==> config.mk <==
export PLATFORM = sky130hd
export DESIGN_NAME = ordinary_space_bus_controller
export DESIGN_NICKNAME = d
export VERILOG_FILES = /design/src/include/osbc_pkg.sv /design/src/rtl/ordinary_space_bus_controller.sv
export SDC_FILE = /design/constraint.sdc
export NUM_CORES = 1
export LEC_CHECK = 0
export BUFFER_PORTS_ARGS = -buffer_cell sky130_fd_sc_hd__buf_2
export CAP_MARGIN = 20
export CORE_MARGIN = 3
export CORE_UTILIZATION = 53
export DETAILED_ROUTE_END_ITERATION = 8
export PLACE_DENSITY_LB_ADDON = 0.08
export SLEW_MARGIN = 40
export SYNTH_ARGS = -nofsm -noshare
export SYNTH_HDL_FRONTEND = slang
export SYNTH_SLANG_ARGS = --single-unit
==> constraint.sdc <==
create_clock -name i_core_clk -period 7.54 [get_ports i_core_clk]
set_input_delay 1.885 -clock i_core_clk [delete_from_list [all_inputs] [get_ports i_core_clk]]
set_output_delay 1.885 -clock i_core_clk [all_outputs]
set_load 0.01 [all_outputs]
==> src/include/osbc_pkg.sv <==
// Function
// - DMA single wait field, zero disables external wait
// - DMA wait independent of per-space waits
// - DMA wait register resets 000F, upper zero
// - Emulation select plus area; protects flash
// - Select bit ignored without on-chip ROM
// - Emulation register resets zero, reserved bits zero
// - Unwaited ordinary cycle takes exactly two states
// - Wait input sampled one cycle before final
// - Stretch adds lead and trail chip-select states
// - Write data held through trailing state
// - Read-then-write or new-area read gets idles
// - Existing idles count toward programmed gap
// - Gap field chosen by space just read
// - Gap 0-3 for spaces, 0-1 for DRAM
// - Same-space back-to-back gets continuous idle
// - Read-then-write same space uses larger gap
// - Existing idles cancel continuous idle
// - Priority: external, then DMA, then CPU
// - Request input, release, then grant output
// - Gap field encodes 0-3, resets three
// - Continuous idle bit one cycle, resets one
package osbc_pkg;
   // ----------------------------------------
   // Register byte offsets
   // ----------------------------------------
   localparam logic [7:0] OFS_SPACE_STALL = 8'h00;
   localparam logic [7:0] OFS_BUS_GAP = 8'h04;
   localparam logic [7:0] OFS_DMA_STALL = 8'h08;
   localparam logic [7:0] OFS_EMU_SEL = 8'h0C;
   localparam logic [7:0] OFS_DRAM_CTRL = 8'h10;
   localparam logic [7:0] OFS_STATUS = 8'h14;
   // ----------------------------------------
   // Reset values
   // ----------------------------------------
   localparam logic [15:0] RST_SPACE_STALL = 16'hFFFF;
   localparam logic [15:0] RST_BUS_GAP = 16'hFFFF;
   localparam logic [15:0] RST_DMA_STALL = 16'h000F;
   localparam logic [15:0] RST_EMU_SEL = 16'h0000;
   localparam logic [15:0] RST_DRAM_CTRL = 16'h0001;
   // ----------------------------------------
   // Field positions
   // ----------------------------------------
   localparam int GAP_FIELD_LSB = 8;
   localparam int SAME_GAP_LSB = 4;
   localparam int STRETCH_LSB = 0;
   localparam int EMU_SUB_BIT = 2;
   localparam int DMA_STALL_W = 4;
   localparam int EMU_W = 3;
   // ----------------------------------------
   // Bus responses
   // ----------------------------------------
   localparam logic [1:0] RESP_OKAY = 2'b00;
   localparam logic [1:0] RESP_SLVERR = 2'b10;
endpackage

==> src/rtl/ordinary_space_bus_controller.sv <==
// The AXI4-Lite slave port and the register addresses were chosen for this implementation.
`timescale 1ns/1ps
module ordinary_space_bus_controller
   import osbc_pkg::*;
(
   // Clock and reset
   input wire logic i_core_clk,
   input wire logic i_reset,
   input wire logic i_clk_en,
   // Mode
   input wire logic i_rom_present,
   // AXI4-Lite slave
   input wire logic [7:0] i_awaddr,
   input wire logic i_awvalid,
   output logic o_awready,
   input wire logic [31:0] i_wdata,
   input wire logic [3:0] i_wstrb,
   input wire logic i_wvalid,
   output logic o_wready,
   output logic [1:0] o_bresp,
   output logic o_bvalid,
   input wire logic i_bready,
   input wire logic [7:0] i_araddr,
   input wire logic i_arvalid,
   output logic o_arready,
   output logic [31:0] o_rdata,
   output logic [1:0] o_rresp,
   output logic o_rvalid,
   input wire logic i_rready,
   // Internal masters
   input wire logic i_cpu_req,
   input wire logic i_dma_req,
   input wire logic i_dma_single,
   input wire logic i_req_write,
   input wire logic i_req_dram,
   input wire logic [1:0] i_req_space,
   input wire logic [15:0] i_req_wdata,
   output logic o_cpu_done,
   output logic o_dma_done,
   output logic [15:0] o_rd_data,
   // External memory pins
   output logic [3:0] o_space_select_n,
   output logic o_read_strobe_n,
   output logic o_write_strobe_n,
   output logic [15:0] o_data_out,
   output logic o_data_oe,
   input wire logic [15:0] i_data_in,
   input wire logic i_wait_n,
   // External bus master
   input wire logic i_bus_request_in_n,
   output logic o_bus_grant_n,
   // Flash emulation
   output logic o_flash_protect,
   output logic o_emu_active,
   output logic [1:0] o_emu_area
);
   typedef enum logic [2:0] {
      ST_IDLE = 3'b000,
      ST_GAP = 3'b001,
      ST_LEAD = 3'b010,
      ST_T1 = 3'b011,
      ST_TW = 3'b100,
      ST_T2 = 3'b101,
      ST_TRAIL = 3'b110,
      ST_RELEASED = 3'b111
   } bus_state_e;

   // ----------------------------------------
   // Registers
   // ----------------------------------------
   logic [15:0] space_stall_cfg;
   logic [15:0] bus_gap_cfg;
   logic [3:0] dma_single_stall_cfg;
   logic [2:0] flash_emu_area_sel;
   logic dram_read_gap;
   bus_state_e state;
   logic [3:0] wait_cnt;
   logic [1:0] gap_cnt;
   logic [1:0] idle_seen;
   logic last_read;
   logic last_dram;
   logic last_valid;
   logic [1:0] last_space;
   logic cur_write;
   logic cur_dram;
   logic cur_dma;
   logic cur_ext_wait;
   logic cur_stretch;
   logic [1:0] cur_space;
   logic [1:0] wait_sync;
   logic [1:0] bus_request_in_sync;
   logic aw_held;
   logic w_held;
   logic [7:0] aw_addr;
   logic [31:0] w_data;

   // ----------------------------------------
   // Register bus
   // ----------------------------------------
   logic do_write;
   assign o_awready = !aw_held && !o_bvalid;
   assign o_wready = !w_held && !o_bvalid;
   assign o_arready = !o_rvalid;
   assign do_write = aw_held && w_held && !o_bvalid;

   always_ff @(posedge i_core_clk or posedge i_reset) begin
      if (i_reset) begin
         aw_held <= 1'b0;
         w_held <= 1'b0;
         aw_addr <= 8'h00;
         w_data <= 32'h0000_0000;
         o_bvalid <= 1'b0;
         o_bresp <= RESP_OKAY;
      end else if (i_clk_en) begin
         if (i_awvalid && o_awready) begin
            aw_held <= 1'b1;
            aw_addr <= i_awaddr;
         end
         if (i_wvalid && o_wready) begin
            w_held <= 1'b1;
            w_data <= i_wdata;
         end
         if (do_write) begin
            aw_held <= 1'b0;
            w_held <= 1'b0;
            o_bvalid <= 1'b1;
            o_bresp <= reg_known(aw_addr) ? RESP_OKAY : RESP_SLVERR;
         end else if (o_bvalid && i_bready) begin
            o_bvalid <= 1'b0;
         end
      end
   end

   function automatic logic reg_known(input logic [7:0] a);
      reg_known = a == OFS_SPACE_STALL || a == OFS_BUS_GAP || a == OFS_DMA_STALL
         || a == OFS_EMU_SEL || a == OFS_DRAM_CTRL || a == OFS_STATUS;
   endfunction

   function automatic logic [15:0] merge16(input logic [15:0] old, input logic [31:0] d,
                                           input logic [3:0] s);
      merge16 = {s[1] ? d[15:8] : old[15:8], s[0] ? d[7:0] : old[7:0]};
   endfunction

   always_ff @(posedge i_core_clk or posedge i_reset) begin
      if (i_reset) begin
         space_stall_cfg <= RST_SPACE_STALL;
         bus_gap_cfg <= RST_BUS_GAP;
         dma_single_stall_cfg <= RST_DMA_STALL[3:0];
         flash_emu_area_sel <= RST_EMU_SEL[2:0];
         dram_read_gap <= RST_DRAM_CTRL[0];
      end else if (i_clk_en && do_write) begin
         unique case (aw_addr)
            OFS_SPACE_STALL: space_stall_cfg <= merge16(space_stall_cfg, w_data, i_wstrb);
            OFS_BUS_GAP: bus_gap_cfg <= merge16(bus_gap_cfg, w_data, i_wstrb);
            OFS_DMA_STALL: if (i_wstrb[0]) dma_single_stall_cfg <= w_data[3:0];
            OFS_EMU_SEL: if (i_wstrb[0]) flash_emu_area_sel <= w_data[2:0];
            OFS_DRAM_CTRL: if (i_wstrb[0]) dram_read_gap <= w_data[0];
            default: ;
         endcase
      end
   end

   always_ff @(posedge i_core_clk or posedge i_reset) begin
      if (i_reset) begin
         o_rvalid <= 1'b0;
         o_rdata <= 32'h0000_0000;
         o_rresp <= RESP_OKAY;
      end else if (i_clk_en) begin
         if (i_arvalid && o_arready) begin
            o_rvalid <= 1'b1;
            o_rresp <= reg_known(i_araddr) ? RESP_OKAY : RESP_SLVERR;
            unique case (i_araddr)
               OFS_SPACE_STALL: o_rdata <= {16'h0000, space_stall_cfg};
               OFS_BUS_GAP: o_rdata <= {16'h0000, bus_gap_cfg};
               // Upper bits read zero
               OFS_DMA_STALL: o_rdata <= {28'h000_0000, dma_single_stall_cfg};
               OFS_EMU_SEL: o_rdata <= {29'h0000_0000, flash_emu_area_sel};
               OFS_DRAM_CTRL: o_rdata <= {31'h0000_0000, dram_read_gap};
               OFS_STATUS: o_rdata <= {27'h000_0000, !o_bus_grant_n, 1'b0, state};
               default: o_rdata <= 32'h0000_0000;
            endcase
         end else if (o_rvalid && i_rready) begin
            o_rvalid <= 1'b0;
         end
      end
   end

   // ----------------------------------------
   // Flash emulation
   // ----------------------------------------
   assign o_emu_active = flash_emu_area_sel[EMU_SUB_BIT] && i_rom_present;
   assign o_flash_protect = o_emu_active;
   assign o_emu_area = flash_emu_area_sel[1:0];

   // ----------------------------------------
   // Pin synchronisers
   // ----------------------------------------
   always_ff @(posedge i_core_clk or posedge i_reset) begin
      if (i_reset) begin
         wait_sync <= 2'b11;
         bus_request_in_sync <= 2'b11;
      end else if (i_clk_en) begin
         wait_sync <= {wait_sync[0], i_wait_n};
         bus_request_in_sync <= {bus_request_in_sync[0], i_bus_request_in_n};
      end
   end

   logic ext_req;
   assign ext_req = !bus_request_in_sync[1];

   // ----------------------------------------
   // Access planning
   // ----------------------------------------
   logic any_req;
   logic pick_dma;
   logic [3:0] next_wait;
   logic [1:0] need_gap;
   logic [1:0] conflict_gap;
   logic [1:0] same_gap;
   logic conflict;
   logic same;

   // Held request is not retaken in its own done cycle
   assign any_req = (i_dma_req || i_cpu_req) && !o_cpu_done && !o_dma_done;
   assign pick_dma = i_dma_req;
   // DMA single-address count never touches per-space count
   assign next_wait = (pick_dma && i_dma_single) ? dma_single_stall_cfg
                    : space_stall_cfg[i_req_space*4 +: 4];
   assign same = last_valid && !last_dram && !i_req_dram && last_space == i_req_space;
   assign conflict = last_valid && last_read && (i_req_write || !same);
   // Gap field of the space just read
   assign conflict_gap = !conflict ? 2'd0 : last_dram ? {1'b0, dram_read_gap}
                       : bus_gap_cfg[GAP_FIELD_LSB + last_space*2 +: 2];
   assign same_gap = same ? {1'b0, bus_gap_cfg[SAME_GAP_LSB + last_space]} : 2'd0;
   always_comb begin
      // Larger of the two, not the sum
      need_gap = (conflict_gap > same_gap) ? conflict_gap : same_gap;
      if (idle_seen != 2'd0 && !conflict) begin
         need_gap = 2'd0;
      end else if (idle_seen >= need_gap) begin
         need_gap = 2'd0;
      end else begin
         need_gap = need_gap - idle_seen;
      end
   end

   // ----------------------------------------
   // Bus sequencer
   // ----------------------------------------
   logic wait_hold;
   // Wait pin looked at in the final wait state, one state before T2
   assign wait_hold = cur_ext_wait && wait_cnt == 4'd1 && !wait_sync[1];

   always_ff @(posedge i_core_clk or posedge i_reset) begin
      if (i_reset) begin
         state <= ST_IDLE;
         wait_cnt <= 4'd0;
         gap_cnt <= 2'd0;
         idle_seen <= 2'd3;
         last_valid <= 1'b0;
         last_read <= 1'b0;
         last_dram <= 1'b0;
         last_space <= 2'd0;
         cur_write <= 1'b0;
         cur_dram <= 1'b0;
         cur_dma <= 1'b0;
         cur_ext_wait <= 1'b0;
         cur_stretch <= 1'b0;
         cur_space <= 2'd0;
      end else if (i_clk_en) begin
         unique case (state)
            ST_IDLE, ST_GAP: begin
               if (state == ST_GAP && gap_cnt != 2'd0) begin
                  gap_cnt <= gap_cnt - 2'd1;
               end else if (ext_req) begin
                  state <= ST_RELEASED;
               end else if (any_req && state == ST_IDLE && need_gap != 2'd0) begin
                  state <= ST_GAP;
                  gap_cnt <= need_gap - 2'd1;
               end else if (any_req) begin
                  cur_write <= i_req_write;
                  cur_dram <= i_req_dram;
                  cur_dma <= pick_dma;
                  cur_space <= i_req_space;
                  wait_cnt <= next_wait;
                  cur_ext_wait <= next_wait != 4'd0;
                  cur_stretch <= bus_gap_cfg[STRETCH_LSB + i_req_space];
                  state <= bus_gap_cfg[STRETCH_LSB + i_req_space] ? ST_LEAD : ST_T1;
               end else begin
                  state <= ST_IDLE;
               end
               if (!(any_req && state == ST_IDLE) && idle_seen != 2'd3) begin
                  idle_seen <= idle_seen + 2'd1;
               end
            end
            ST_LEAD: state <= ST_T1;
            ST_T1: state <= (wait_cnt != 4'd0) ? ST_TW : ST_T2;
            ST_TW: begin
               if (!wait_hold) begin
                  wait_cnt <= wait_cnt - 4'd1;
                  if (wait_cnt == 4'd1) begin
                     state <= ST_T2;
                  end
               end
            end
            ST_T2: begin
               state <= cur_stretch ? ST_TRAIL : ST_IDLE;
               last_valid <= 1'b1;
               last_read <= !cur_write;
               last_dram <= cur_dram;
               last_space <= cur_space;
               idle_seen <= 2'd0;
            end
            ST_TRAIL: state <= ST_IDLE;
            ST_RELEASED: begin
               if (!ext_req) begin
                  state <= ST_IDLE;
                  last_valid <= 1'b0;
               end
            end
            default: state <= ST_IDLE;
         endcase
      end
   end

   // ----------------------------------------
   // Pin and completion outputs
   // ----------------------------------------
   logic in_cycle;
   logic strobe_on;
   assign in_cycle = state == ST_LEAD || state == ST_T1 || state == ST_TW
                   || state == ST_T2 || state == ST_TRAIL;
   assign strobe_on = state == ST_T1 || state == ST_TW || state == ST_T2;

   always_ff @(posedge i_core_clk or posedge i_reset) begin
      if (i_reset) begin
         o_space_select_n <= 4'hF;
         o_read_strobe_n <= 1'b1;
         o_write_strobe_n <= 1'b1;
         o_data_out <= 16'h0000;
         o_data_oe <= 1'b0;
         o_bus_grant_n <= 1'b1;
         o_cpu_done <= 1'b0;
         o_dma_done <= 1'b0;
         o_rd_data <= 16'h0000;
      end else if (i_clk_en) begin
         o_space_select_n <= 4'hF;
         if (in_cycle && !cur_dram) begin
            o_space_select_n[cur_space] <= 1'b0;
         end
         o_read_strobe_n <= !(strobe_on && !cur_write);
         o_write_strobe_n <= !(strobe_on && cur_write);
         // Data held through the trailing state
         o_data_oe <= in_cycle && cur_write;
         if (state == ST_LEAD || state == ST_T1) begin
            o_data_out <= i_req_wdata;
         end
         o_bus_grant_n <= !(state == ST_RELEASED && ext_req);
         o_cpu_done <= state == ST_T2 && !cur_dma;
         o_dma_done <= state == ST_T2 && cur_dma;
         if (state == ST_T2 && !cur_write) begin
            o_rd_data <= i_data_in;
         end
      end
   end
endmodule

==> results.md <==
* Mapped Cells at roughly 600
* Max-slew headroom at 49.9%
* I/O pins at between 150 and 200
* CTS tree: done
* Most instantiated cells after synthesis: 117 x mux2_2, 105 x dfrtp_1, 50 x dfstp_2
* Maximum vdd drop at 0.000233 V
* Fraction of layout cells with a size suffix above 1 at between 40% and 50%
* R2r endpoint: state[1]
* Setup violators final at 0
* XOR/XNOR Fraction of Synth Area at 0.236%
* Int Power at between 2000 and 2500 µW
* Mux contribution to synthesized area at roughly a fifth
* Chip Height at ~120 µm
* H-tree depth at 4
* Final wirelength at 17,500 µm
* Vias at 5,339
* Final hold slack at 0.475 ns
* # rows at 42
* Cell mode on critical path: ha_1
* Comb pwr share at between 20% and 30%
* Synth Area in Compound Gates at 9.74%
* CTS buffer count at 17
* Worst-Margin Slew at ~0.75 ns
* Adder-cell share of the synthesized area at under 10%
* GP Congestion at a little under 0.9
* Clock Power Share at between 20 and 30%
* Cell with the most instances after synthesis: mux2_2
* Clk slew on worst S/H paths at roughly 0.060 ns
* Netlist Area Pre-Place at ~7400 µm²
* Syn avg cell area at 12.3 µm²
* Slowest stage delay, CP at roughly 0.51 ns
* Core Area at 13,500 µm²
* Area leader, netlist: dfrtp_1
* HP Class: flip-flop to flip-flop
* Post-CTS setup buffers at 0
* Synth top area share at between 30% and 40%
* Hold violation total from the final report at 0
* Routed wire length per instance at 18.7 µm
* Crit path kind: input pin to flip-flop
* Nets@finish at around 860
* Hold Path Sink: o_space_select_n[3]
* Asr flop ratio synth at between 90% and 100%
* Crit path DAT at roughly 6.0 ns
* DP HPWL at 12,700 µm
* Hold_sp: cur_space[0]
* FF+latch count, synth at 155
* Switching Share at about a third
* Initial antenna violation count at 0
* Drt first pass iters at 4
* RSZ-0062 raised after global routing: no
* Ant diodes at 0
* Clk buf depth at 2
* Slowest cell on crit path: a41oi_1
* Startpoint class of the critical path: input pin
* Seq/Total Area, Yosys at 53.0%
* Full die area at about 15,000 µm²
* Pwr dens at approximately 350 nW/µm²
* Die width at around 120 µm
* Top_reg_cell synth: dfrtp_1
* FF-to-FF setup slack at 2.94 ns
* RR Startpoint: last_space[0]
* Initial Utilization at 55.1%
* Sequence of cells on the critical path: buf_2 -> xnor2_1 -> a41oi_1 -> nand2_1 -> ha_1 -> or2_2 -> a31oi_1 -> ha_1 -> inv_1 -> fa_1 -> nand2b_1 -> a2111oi_0 -> o211ai_1 -> a32o_1 -> mux2_2
* Net Switching at 1010 µW
* Delay-heaviest family, CP: compound AO/OA/AOI/OAI gates
* ANT nets after route at 0
* Final Cycle Share at 75.0%
* Leakage power at 0.00406 µW
* Syn-to-layout area delta at 18.8%
* CTS Root Buffer Type: clkbuf_16
* Simple-gate share of the synthesized area at between 8 and 9%
* Worst path required time at between 7 and 8 ns
* Clock Sinks at between 150 and 200
* Clock latency on the worst-skew pair at 0.42 ns
* Vias/cell at 5.69
* Worst Setup End Kind: flip-flop
* CTS Hold Bufs at 0
* GR Util All Layers at between 20 and 25%
* Drt initial violations at between 400 and 500
* Yosys warning count at 0
* Post-route DRC at 0
* Largest net degree at the start of global routing at approximately 120
* CP Buf/Inv Count at 2
* Hold path depth at 1
* PnR worst setup slack at 1.88 ns
* Final min period at approximately 5.7 ns
* Max Fclk at 177 MHz
* Skew final at between 0.01 and 0.015 ns
* Number of global-route vias before repair at about 5,600
* Netlist cell types at 63
* Pins Over Slew Limit at 0
* Post-CTS sizing at 0
* Status: finished clean
* Post-synth EDFFs at 0
* Largest family of logic cells by synthesized area: multiplexers
* R2R cell count at 14
* Largest cells by area after synthesis: dfrtp_1 35%, mux2_2 18%, dfstp_2 18%
* IO Port Bufs at approximately 150
* Setup total negative slack at 0 ns
* Flop pwr share at between 40 and 50%
* Crit Path Max Fanout at 7
* Max cap viols at 0
* First-pass GRT wire length at approximately 29,000 µm
* Dpl ws at 1.63 ns
* Congestion Overflow GR at 0
==> power groups by stage <==
stage / clock network [µW] / registers [µW] / logic (µW)
finish: 826 / 1370 / 879
global route: 879 / 1410 / 977
CTS: 844 / 1360 / 888
detailed placement: 0 / 1370 / 883
global placement: 0 / 1360 / 850
floorplan: 0 / 1330 / 609
==> worst max path at each step <==
| stage | start | endpoint | slack (ns) | cells after the start |
|---|---|---|---|---|
| after CTS | i_req_space[0] | state[1] | 2.07 | 15 |
| after global routing | i_req_space[0] | state[1] | 1.67 | 15 |
| after global placement | i_req_space[0] | state[1] | 1.71 | 15 |
| after floorplan | i_reset | aw_addr[0] | 1.56 | 1 |
| final | i_req_space[0] | state[1] | 1.88 | 15 |
| after detailed placement | i_req_space[0] | state[1] | 1.63 | 15 |
==> state kept, by name, summed over array words and instances, names as in the netlist, 2 cells and up <==
signal / count
o_rd_data: 16
o_space_select_n: 4
dma_single_stall_cfg: 4
bus_request_in_sync: 2
o_rdata: 16
wait_sync: 2
o_data_out: 16
last_space: 2
aw_addr: 8
cur_space: 2
wait_cnt: 4
space_stall_cfg: 16
idle_seen: 2
gap_cnt: 2
flash_emu_area_sel: 3
bus_gap_cfg: 16
state: 3
w_data: 16
==> worst register-to-register path: stages (launching register included) <==
cell and delay (ns):
dfrtp_1 0.57, mux4_2 0.56, mux2_2 0.27, nand2_1 0.09, ha_1 0.24, or2_2 0.28, a31oi_1 0.25, ha_1 0.19
inv_1 0.04, fa_1 0.50, nand2b_1 0.10, a2111oi_0 0.48, o211ai_1 0.32, a32o_1 0.34, mux2_2 0.26
==> placed cells by master (no fill, tap or decap), types with 3 or more instances in the layout <==
cell type / netlist / routed
mux2i_1: 8 / 8
buf_2: 5 / 152
clkbuf_1: 16 / 5
inv_1: 22 / 21
o21ai_0: 23 / 23
mux4_2: 8 / 8
nor2_1: 27 / 27
nand2_1: 47 / 47
buf_4: 23 / 6
a211oi_1: 4 / 4
a22oi_1: 12 / 12
conb_1: 1 / 18
o2bb2ai_1: 5 / 5
ha_1: 10 / 10
nor3_1: 6 / 6
a21oi_1: 9 / 9
a31oi_1: 11 / 11
o2111ai_1: 3 / 3
clkbuf_16: 0 / 17
dfrtp_1: 105 / 105
o211ai_1: 5 / 5
nand3_1: 10 / 9
and2_1: 4 / 4
clkinvlp_4: 0 / 3
o31ai_1: 6 / 6
nor4_1: 3 / 3
dfstp_2: 50 / 50
nor3b_1: 3 / 3
nand2b_1: 4 / 4
mux2_2: 117 / 117
or2_2: 4 / 4
==> per-layer routing <==
metal | vias to the layer above | global-route usage, % | part of all wire (%)
met5 | - | 0 | 0
met4 | 0 | 6.06 | 1.3
met3 | 23 | 6.09 | 5.2
met2 | 158 | 38.9 | 51
met1 | 2703 | 29.6 | 42
li1 | 2455 | - | -
==> stage by stage <==
step / cells / cell area (µm²) / power [µW] / util, %
after detailed placement: 908 / 8270 / 2260 / 61.2
after CTS: 939 / 8830 / 3100 / 65.4
final: 939 / 8830 / 3070 / 65.4
after global routing: 939 / 8830 / 3260 / 65.4
after global placement: 906 / 8240 / 2210 / 61.0
after floorplan: 620 / 7500 / 1940 / -
==> logic make-up (layout without fill, tap and decap cells) <==
kind of cell               Yosys count  in the layout
adders and majority gates           11             11
muxes                              133            133
other                                1             18
xor gates and xnor gates             2              2
DFF                                155            155
AOI/OAI and AO/OA                  104            104
buffers and inverters               69            212
and+or+nand+nor                    128            128
==> area by class of cell <==
class | instances | area (µm²)
fillers | 1096 | 4670
flip-flops and latches | 155 | 3940
multi-input cells | 396 | 3210
repair buffers | 158 | 806
clock buffers | 24 | 472
well taps | 176 | 220
clock inverters | 7 | 96.3
inverters | 23 | 93.8
Power figures use the tool's default switching activity.
